`src/verilog/scb_consts.svh`:
```
// Constants for the serial channel buffer block
`ifndef SCB_CONSTS_SVH
`define SCB_CONSTS_SVH
// ----------------------------------------
// Structure
// ----------------------------------------
`define N_CH 8
`define N_BUF 6
`define CFG_W 21
`define ST_W 11
// ----------------------------------------
// Address map
// ----------------------------------------
`define A_WR_BIT 5
`define A_HOST_BIT 6
`define A_CTL_BIT 7
`define A_STAT 8'hA0
`define A_MASK 8'hA4
// ----------------------------------------
// Channel config fields
// ----------------------------------------
`define CF_EN 0
`define CF_LOAD_MODE_SELECT 1
`define CF_LOAD_BIT_COUNT 3
`define CF_LINE 8
`define CF_SRC 10
`define CF_OFFS 11
`define CF_SLEN 16
// ----------------------------------------
// Status bits and counts
// ----------------------------------------
`define ST_AFULL0 0
`define ST_TEMPTY0 2
`define ST_RFS 9
`define FR_NB0 6'h08
`define FR_NB2 6'h10
`define FR_NB3 6'h20
`define POS_MAX 6'h3F
`endif

```
`src/verilog/scb_pkg.sv`:
```
// Types shared by the serial channel buffer block
`include "scb_consts.svh"
package scb_pkg;
   typedef logic [31:0] scb_word_t;
   typedef struct packed {
      logic dcl;
      logic network_frame_sync;
      logic sclk;
      logic serial_rx_frame_sync;
      logic serial_tx_frame_sync;
      logic du;
      logic dd;
      logic sr;
      logic st;
   } scb_pins_s;
   typedef struct packed {
      logic en;
      logic fsmode;
      logic [5:0] nbits;
      logic [4:0] offs;
      logic [4:0] slen;
   } scb_ccfg_s;
   typedef struct packed {
      scb_word_t word;
      logic valid;
   } scb_frx_s;
   typedef struct packed {
      scb_word_t sh;
      logic [5:0] cnt;
      logic [5:0] pos;
      logic load;
      logic dout;
      logic doe;
   } scb_chan_st_s;
   typedef struct packed {
      scb_pins_s p1;
      scb_pins_s p2;
      scb_pins_s p3;
      logic [1:0][`N_BUF-1:0][31:0] rd;
      logic [1:0][`N_BUF-1:0][31:0] wr;
      logic [`N_CH-1:0][`CFG_W-1:0] cfg;
      logic [`ST_W-1:0] stat;
      logic [`ST_W-1:0] mask;
      scb_word_t prdata;
      logic pready;
      logic pslverr;
      scb_frx_s [1:0] frx;
      logic flag_req;
   } scb_top_st_s;
endpackage : scb_pkg

```
`src/verilog/scb_chan.sv`:
```
// One serial channel: slot timing, 32-bit shifter, load strobe
`timescale 1ns/1ps
`include "scb_consts.svh"
module scb_chan #(
   parameter bit IS_TX = 1'b0
) (
   input wire logic pclk,
   input wire logic presetn,
   input scb_pkg::scb_ccfg_s cfg,
   input wire logic bit_stb,
   input wire logic sync_stb,
   input wire logic din,
   input scb_pkg::scb_word_t reload,
   output scb_pkg::scb_word_t shreg,
   output logic load,
   output logic dout,
   output logic doe
);
   import scb_pkg::*;
   scb_chan_st_s st_reg, st_next;
   logic in_slot, last;

   assign in_slot = (st_reg.pos >= {1'b0, cfg.offs}) &&
      (st_reg.pos <= 6'({1'b0, cfg.offs} + {1'b0, cfg.slen}));
   assign last = 6'(st_reg.cnt + 6'h01) == cfg.nbits;

   always_comb begin
      st_next = st_reg;
      st_next.load = 1'b0;
      // Sync wins over a coincident bit edge; slot count restarts
      if (sync_stb) begin
         st_next.pos = '0;
         if (cfg.en && cfg.fsmode) begin
            st_next.load = 1'b1;
            st_next.cnt = '0;
            if (IS_TX) begin
               st_next.sh = reload;
            end
         end
      end else if (bit_stb && cfg.en) begin
         if (st_reg.pos != `POS_MAX) begin
            st_next.pos = 6'(st_reg.pos + 6'h01);
         end
         st_next.doe = in_slot;
         if (in_slot) begin
            if (IS_TX) begin
               st_next.dout = st_reg.sh[31];
               st_next.sh = {st_reg.sh[30:0], 1'b0};
            end else begin
               st_next.sh = {st_reg.sh[30:0], din};
            end
            st_next.cnt = 6'(st_reg.cnt + 6'h01);
            if (!cfg.fsmode && last) begin
               st_next.load = 1'b1;
               st_next.cnt = '0;
               if (IS_TX) begin
                  st_next.sh = reload;
               end
            end
         end
      end
      if (!cfg.en) begin
         st_next.doe = 1'b0;
      end
   end

   always_ff @(posedge pclk or negedge presetn) begin
      if (!presetn) begin
         st_reg <= '0;
      end else begin
         st_reg <= st_next;
      end
   end

   assign shreg = st_reg.sh;
   assign load = st_reg.load;
   assign dout = st_reg.dout;
   assign doe = st_reg.doe;
endmodule : scb_chan

```
`src/verilog/scb_top.sv`:
```
// Serial channel transfer buffers with APB register access
//
// The placing of the registers and register access over APB were decided locally.
`timescale 1ns/1ps
`include "scb_consts.svh"
module scb_top (
   input wire logic pclk,
   input wire logic presetn,
   input wire logic psel,
   input wire logic penable,
   input wire logic pwrite,
   input wire logic [7:0] paddr,
   input wire logic [31:0] pwdata,
   output logic [31:0] prdata,
   output logic pready,
   output logic pslverr,
   input scb_pkg::scb_pins_s pins,
   input scb_pkg::scb_word_t [1:0] fr_tx_word,
   output scb_pkg::scb_frx_s [1:0] fr_rx,
   output logic [3:0] tx_data,
   output logic [3:0] tx_oe,
   output logic flag_req
);
   import scb_pkg::*;
   scb_top_st_s st_reg, st_next;
   logic [`N_CH-1:0] ld;
   logic [`N_CH-1:0] dout;
   logic [`N_CH-1:0] doe;
   logic [`N_CH-1:0] src;
   scb_word_t [`N_CH-1:0] sh;
   logic [3:0] load_bit_count;
   logic [3:0] lsync;
   logic [3:0] ldat;
   logic iom_rise, sai_rise, fsc_rise;
   logic acc, first, wr_go, wr_stat;
   logic [2:0] bidx;
   logic [`ST_W-1:0] set;
   logic [`ST_W-1:0] clr;

   // ----------------------------------------
   // Line timing
   // ----------------------------------------
   // Edges taken from the second sync stage; p1 feeds p2 only
   assign iom_rise = st_reg.p2.dcl & ~st_reg.p3.dcl;
   assign sai_rise = st_reg.p2.sclk & ~st_reg.p3.sclk;
   assign fsc_rise = st_reg.p2.network_frame_sync & ~st_reg.p3.network_frame_sync;
   assign load_bit_count = {sai_rise, sai_rise, iom_rise, iom_rise};
   assign lsync = {st_reg.p2.serial_tx_frame_sync & ~st_reg.p3.serial_tx_frame_sync, st_reg.p2.serial_rx_frame_sync & ~st_reg.p3.serial_rx_frame_sync,
      fsc_rise, fsc_rise};
   assign ldat = {st_reg.p2.st, st_reg.p2.sr, st_reg.p2.dd, st_reg.p2.du};

   // ----------------------------------------
   // Channels
   // ----------------------------------------
   // 0-1 audio rx, 2-3 audio tx, 4-5 framer rx, 6-7 framer tx
   for (genvar c = 0; c < `N_CH; c++) begin : g_ch
      scb_ccfg_s cc;
      scb_word_t rl;
      logic [`CFG_W-1:0] cw;
      logic [1:0] ln;
      logic [1:0] lm;
      logic fsm;
      logic [5:0] nb;
      assign cw = st_reg.cfg[c];
      assign ln = cw[`CF_LINE +: 2];
      assign lm = cw[`CF_LOAD_MODE_SELECT +: 2];
      assign src[c] = cw[`CF_SRC];
      assign cc = {cw[`CF_EN], fsm, nb, cw[`CF_OFFS +: 5], cw[`CF_SLEN +: 5]};
      if (c < 4) begin : g_aud
         assign fsm = ~lm[0];
         assign nb = 6'({1'b0, cw[`CF_LOAD_BIT_COUNT +: 5]} + 6'h01);
      end else begin : g_frm
         assign fsm = 1'b0;
         assign nb = (lm == 2'b11) ? `FR_NB3 : (lm == 2'b10) ? `FR_NB2 : `FR_NB0;
      end
      if (c < 2) begin : g_norl
         assign rl = '0;
      end else begin : g_rl
         assign rl = st_reg.wr[src[c]][c-2];
      end
      scb_chan #(
         .IS_TX((c % 4) >= 2)
      ) u_chan (
         .pclk(pclk),
         .presetn(presetn),
         .cfg(cc),
         .bit_stb(load_bit_count[ln]),
         .sync_stb(lsync[ln]),
         .din(ldat[ln]),
         .reload(rl),
         .shreg(sh[c]),
         .load(ld[c]),
         .dout(dout[c]),
         .doe(doe[c])
      );
   end

   // ----------------------------------------
   // APB decode
   // ----------------------------------------
   // One wait state keeps every bus output registered
   assign acc = psel & penable;
   assign first = acc & ~st_reg.pready;
   assign wr_go = acc & st_reg.pready & pwrite & ~st_reg.pslverr;
   assign bidx = paddr[4:2];
   assign wr_stat = wr_go && (paddr == `A_STAT);
   assign clr = wr_stat ? pwdata[`ST_W-1:0] : '0;

   always_comb begin
      st_next = st_reg;
      st_next.p1 = pins;
      st_next.p2 = st_reg.p1;
      st_next.p3 = st_reg.p2;
      st_next.pready = first;
      if (first) begin
         st_next.prdata = '0;
         st_next.pslverr = 1'b0;
         if (!paddr[`A_CTL_BIT]) begin
            if (bidx >= 3'(`N_BUF)) begin
               st_next.pslverr = 1'b1;
            end else if (paddr[`A_WR_BIT]) begin
               st_next.prdata = st_reg.wr[paddr[`A_HOST_BIT]][bidx];
            end else begin
               st_next.prdata = st_reg.rd[paddr[`A_HOST_BIT]][bidx];
               st_next.pslverr = pwrite;
            end
         end else if (paddr == `A_STAT) begin
            st_next.prdata = 32'(st_reg.stat);
         end else if (paddr == `A_MASK) begin
            st_next.prdata = 32'(st_reg.mask);
         end else if (!paddr[`A_HOST_BIT] && !paddr[`A_WR_BIT]) begin
            st_next.prdata = 32'(st_reg.cfg[bidx]);
         end else begin
            st_next.pslverr = 1'b1;
         end
      end
      if (wr_go) begin
         if (!paddr[`A_CTL_BIT]) begin
            st_next.wr[paddr[`A_HOST_BIT]][bidx] = pwdata;
         end else if (paddr == `A_MASK) begin
            st_next.mask = pwdata[`ST_W-1:0];
         end else if (paddr != `A_STAT) begin
            st_next.cfg[bidx] = pwdata[`CFG_W-1:0];
         end
      end
      // ----------------------------------------
      // Buffer transfers
      // ----------------------------------------
      for (int i = 0; i < 2; i++) begin
         st_next.frx[i].valid = 1'b0;
         for (int s = 0; s < 2; s++) begin
            // audio rx, framer rx and framer tx copies to both sides
            if (ld[i]) begin
               st_next.rd[s][i] = sh[i];
            end
            if (ld[4+i]) begin
               st_next.rd[s][2+i] = sh[4+i];
            end
            if (ld[6+i]) begin
               st_next.rd[s][4+i] = fr_tx_word[i];
            end
         end
         if (ld[4+i]) begin
            st_next.frx[i].word = st_reg.wr[src[4+i]][2+i];
            st_next.frx[i].valid = 1'b1;
         end
      end
      set = {lsync[3], lsync[2], fsc_rise, ld};
      // set beats clear, mask gates request
      st_next.stat = (st_reg.stat & ~clr) | set;
      st_next.flag_req = |(st_next.stat & st_next.mask);
   end

   always_ff @(posedge pclk or negedge presetn) begin
      if (!presetn) begin
         st_reg <= '0;
      end else begin
         st_reg <= st_next;
      end
   end

   assign prdata = st_reg.prdata;
   assign pready = st_reg.pready;
   assign pslverr = st_reg.pslverr;
   assign fr_rx = st_reg.frx;
   assign flag_req = st_reg.flag_req;
   assign tx_data = {dout[7], dout[6], dout[3], dout[2]};
   assign tx_oe = {doe[7], doe[6], doe[3], doe[2]};
endmodule : scb_top
```
`config.mk`:
```
export PLATFORM = sky130hd
export DESIGN_NAME = scb_top
export DESIGN_NICKNAME = d
export VERILOG_FILES = /design/src/verilog/scb_pkg.sv /design/src/verilog/scb_chan.sv /design/src/verilog/scb_top.sv
export VERILOG_INCLUDE_DIRS = /design/src /design/src/verilog
export SDC_FILE = /design/constraint.sdc
export NUM_CORES = 2
export LEC_CHECK = 0
export ABC_AREA = 1
export BUFFER_PORTS_ARGS = -buffer_cell sky130_fd_sc_hd__buf_4
export CAP_MARGIN = 20
export CELL_PAD_IN_SITES_DETAIL_PLACEMENT = 1
export CELL_PAD_IN_SITES_GLOBAL_PLACEMENT = 1
export CORE_MARGIN = 2
export CORE_UTILIZATION = 43
export CTS_CLUSTER_SIZE = 20
export DETAILED_ROUTE_END_ITERATION = 12
export PLACE_DENSITY_LB_ADDON = 0.1
export SLEW_MARGIN = 20
export SYNTH_ARGS = -nofsm -noshare
export SYNTH_HDL_FRONTEND = slang
export SYNTH_SLANG_ARGS = --single-unit
```
`constraint.sdc`:
```
create_clock -name pclk -period 2.85 [get_ports pclk]
set_input_delay 0.1425 -clock pclk [delete_from_list [all_inputs] [get_ports pclk]]
set_output_delay 0.1425 -clock pclk [all_outputs]
set_load 0.005 [all_outputs]
```
==> qor.txt <==
Clock Latency Late Sink -> 0.80 ns
Syn. warnings -> 0
Min-Delay Path Depth -> 3
Routed WL per cell -> 25.25 um
Synth Register Bits -> 1258
Max-slew headroom -> 34.98%
Hold Crit Start -> pwdata[31]
Antenna Violating Nets Remaining -> 0
WHS Endpoint -> st_reg[354]
Area Overhead vs Synth -> 26.11%
via count -> 59.43k
CTS tree -> built
failing checks -> setup timing
worst-case reg-to-reg path depth -> 19
Hold Path Class -> input port to register
H-tree depth -> 4
DP HPWL -> 169000 um
CP max FO -> 9
GR Overflow Total -> 0
min cycle time layout -> 2.999 ns
Placement Cell Area -> 67820 um^2
slowest CP cell -> dfrtp_1
root buf cell -> clkbuf_16
critical path depth -> 19
die height -> 386.7 um
max reg flops -> 603
DRC viols -> 0
share of cells above drive strength 1 -> 18.59%
initial antenna violation count -> 17
multi-input logic area -> 28740 um^2
CTS Buffer Depth -> 3
Setup crit start kind -> register
reg-to-reg endpoint -> g_ch[0].u_chan.shreg[14]
Post-synth EDFFs -> 0
worst-path cell chain -> ha_4 -> a21oi_2 -> inv_2 -> a31oi_4 -> or2_4 -> nand2_2 -> a21oi_2 -> ha_1 -> nand2_2 -> nor2_4 -> o21ai_2 -> inv_2 -> o21ai_2 -> buf_4 -> nand3_4 -> buf_12 -> buf_16 -> nand2_1 -> o21ai_2
critical path's largest stage delay -> 0.41 ns
Filler cells -> 16.93k
Avg Vias per Cell -> 5.735
synthesized cell area -> 62970 um^2
Fin. Hold Viols -> 0
clk_skew -> 0.04113 ns
worst path bufs/invs -> 5
Port-buffer cells -> 226
final worst slack -> -0.1494 ns
Finished Cell Area -> 79420 um^2
Tot Pwr -> 42.40 mW
Async SR Flop Fraction -> 100.0%
dpl ws -> -0.2911 ns
outcome -> finished, violations left
Sequential cell area -> 31500 um^2
I/O pin count -> 227
Slew Limit Fails -> 0
sequential area share after synthesis -> 49.99%
top_reg_cell synth -> dfrtp_1
Final setup viols -> 238
final worst path period share -> 105.2%
Sink Count -> 1258
largest net degree at the start of global routing -> 118
nets -> 8591
Avg Cell Area, Syn -> 7.924 um^2
Static Leak -> 37.06 nW
commonest non-fill, non-tap cell in the layout -> nand2_1
Core ar. -> 145600 um^2
global-route wire length before repair -> 386100 um
pwr dens -> 533.9 nW/um^2
syn_nets -> 8221
DIE AREA -> 149500 um^2
GR Util All Layers -> 33.77%
Die X -> 386.7 um
reg2reg start -> g_ch[0].cw[13]
most frequent cells in the layout -> nand2_1 (1755), o21ai_0 (1291), dfrtp_1 (1243), inv_1 (664), buf_4 (528)
Worst Tran Pin Value -> 0.9753 ns
gpl congestion -> 0.8865
Core Rows -> 140
Final Util -> 54.56%
WS Path Type -> register to register
setup TNS -> -15.51 ns
CP required -> 3.52 ns
Worst path top cell family by delay -> compound AO/OA/AOI/OAI gates
vias in the first global route -> 61.38k
First-pass DRT Iterations -> 6
RSZ-0062 raised after global routing -> yes
CP Capture Type -> register
starting density of the core -> 43.26%
clock-pin slew on the worst setup and hold paths -> 0.06 ns
Total Wirelength -> 261600 um
Synth Instances -> 7947
Netlist cell types -> 51
Initial DRC Count -> 5339
number of CTS-inserted buffers -> 149
Most Frequent Cell on Critical Path -> o21ai_2
setup slack, reg-to-reg -> -0.15 ns
Worst VDD drop -> 0.5978 mV
CP startpoint -> g_ch[0].cw[13]
f_max -> 333.4 MHz
critical path arrival -> 3.67 ns
total of max-cap violations -> 0
==> how the worst max path moves through the flow <==
stage / slack (ns) / endpoint
floorplan: 0.02 / g_ch[6].u_chan.shreg[10]
global placement: -0.21 / g_ch[6].u_chan.st_reg[14]
detailed placement: -0.29 / g_ch[7].u_chan.shreg[31]
CTS: -0.14 / g_ch[6].u_chan.shreg[22]
global route: -0.27 / g_ch[7].u_chan.shreg[30]
finish: -0.15 / g_ch[0].u_chan.shreg[14]
==> worst register-to-register path: stages, from the launching register on <==
cell and delay, ns:
dfrtp_1 0.41, ha_4 0.27, a21oi_2 0.14, inv_2 0.06, a31oi_4 0.16, or2_4 0.16
nand2_2 0.06, a21oi_2 0.16, ha_1 0.28, nand2_2 0.12, nor2_4 0.05, o21ai_2 0.07
inv_2 0.05, o21ai_2 0.12, buf_4 0.13, nand3_4 0.08, buf_12 0.18, buf_16 0.19
nand2_1 0.12, o21ai_2 0.08
==> metrics by stage <==
stage	hold slack, ns	std cells
floorplan	-0.1531	7947
global placement	0.1061	9837
detailed placement	0.1012	9837
CTS	0.0009603	10310
global route	0.03994	10360
finish	0.07084	10360
==> report_power, final <==
| group | switching, mW | total [mW] | internal (mW) |
|---|---|---|---|
| combinational | 2.52 | 3.83 | 1.31 |
| clock | 8.28 | 19.8 | 11.5 |
| sequential | 0.438 | 18.7 | 18.3 |
| total | 11.2 | 42.4 | 31.2 |
==> routing by layer <==
metal  GRT usage, %  share of wire (%)
met1          45.37                 42
met2          54.00                 46
met3          5.843                6.7
met4          13.96                5.2
met5              0              0.012
==> area by class of cell <==
cell class,count,share of cell area [%]
multi-input combinational,5378,36.18
antenna,4,0.01260
sequential,1258,39.67
tap,1917,3.020
clock buffer,224,5.621
inverter,693,3.400
clock inverter,51,0.7610
timing repair buffer,837,11.33
==> cell families (layout without fill, tap and decap cells) <==
logic type,Yosys count,after routing,share of synthesized area (%)
mux,6,6,0.1013
fa+ha+maj,156,156,3.195
simple gates,3100,3100,20.08
compound gates,2039,2039,16.86
other cells,0,4,0
xor+xnor,77,77,1.093
flops,1258,1258,49.99
buf+inv,1311,1805,8.683
==> cell usage after synthesis (14+ instances only) <==
cell type	instances	share of area, %
nand2_1	1982	12
o21ai_0	1382	11
dfrtp_1	1258	50
inv_1	675	4.0
nor2_1	506	3.0
a21oi_1	473	3.8
nand3_1	445	3.5
clkbuf_1	384	2.3
ha_1	148	2.9
nand4_1	114	1.1
buf_4	113	1.3
buf_2	97	0.77
o211ai_1	46	0.55
xor2_1	45	0.63
xnor2_1	31	0.43
a31oi_1	30	0.30
a221oi_1	26	0.36
o22ai_1	26	0.26
buf_1	23	0.14
nor3_1	15	0.12
o21ai_1	14	0.11
==> repair_timing <==
item | 4_1_cts | 5_1_grt
hold buffers | 120 | 0
endpoints found under the hold margin | 1511 | 0
buffers inserted | 46 | 32
pin swaps | 147 | 191
setup endpoints to repair | 314 | 317
gates resized for setup | 364 | 600
cloned | 34 | 29
Note: power is estimated with default switching activity, not from simulation.
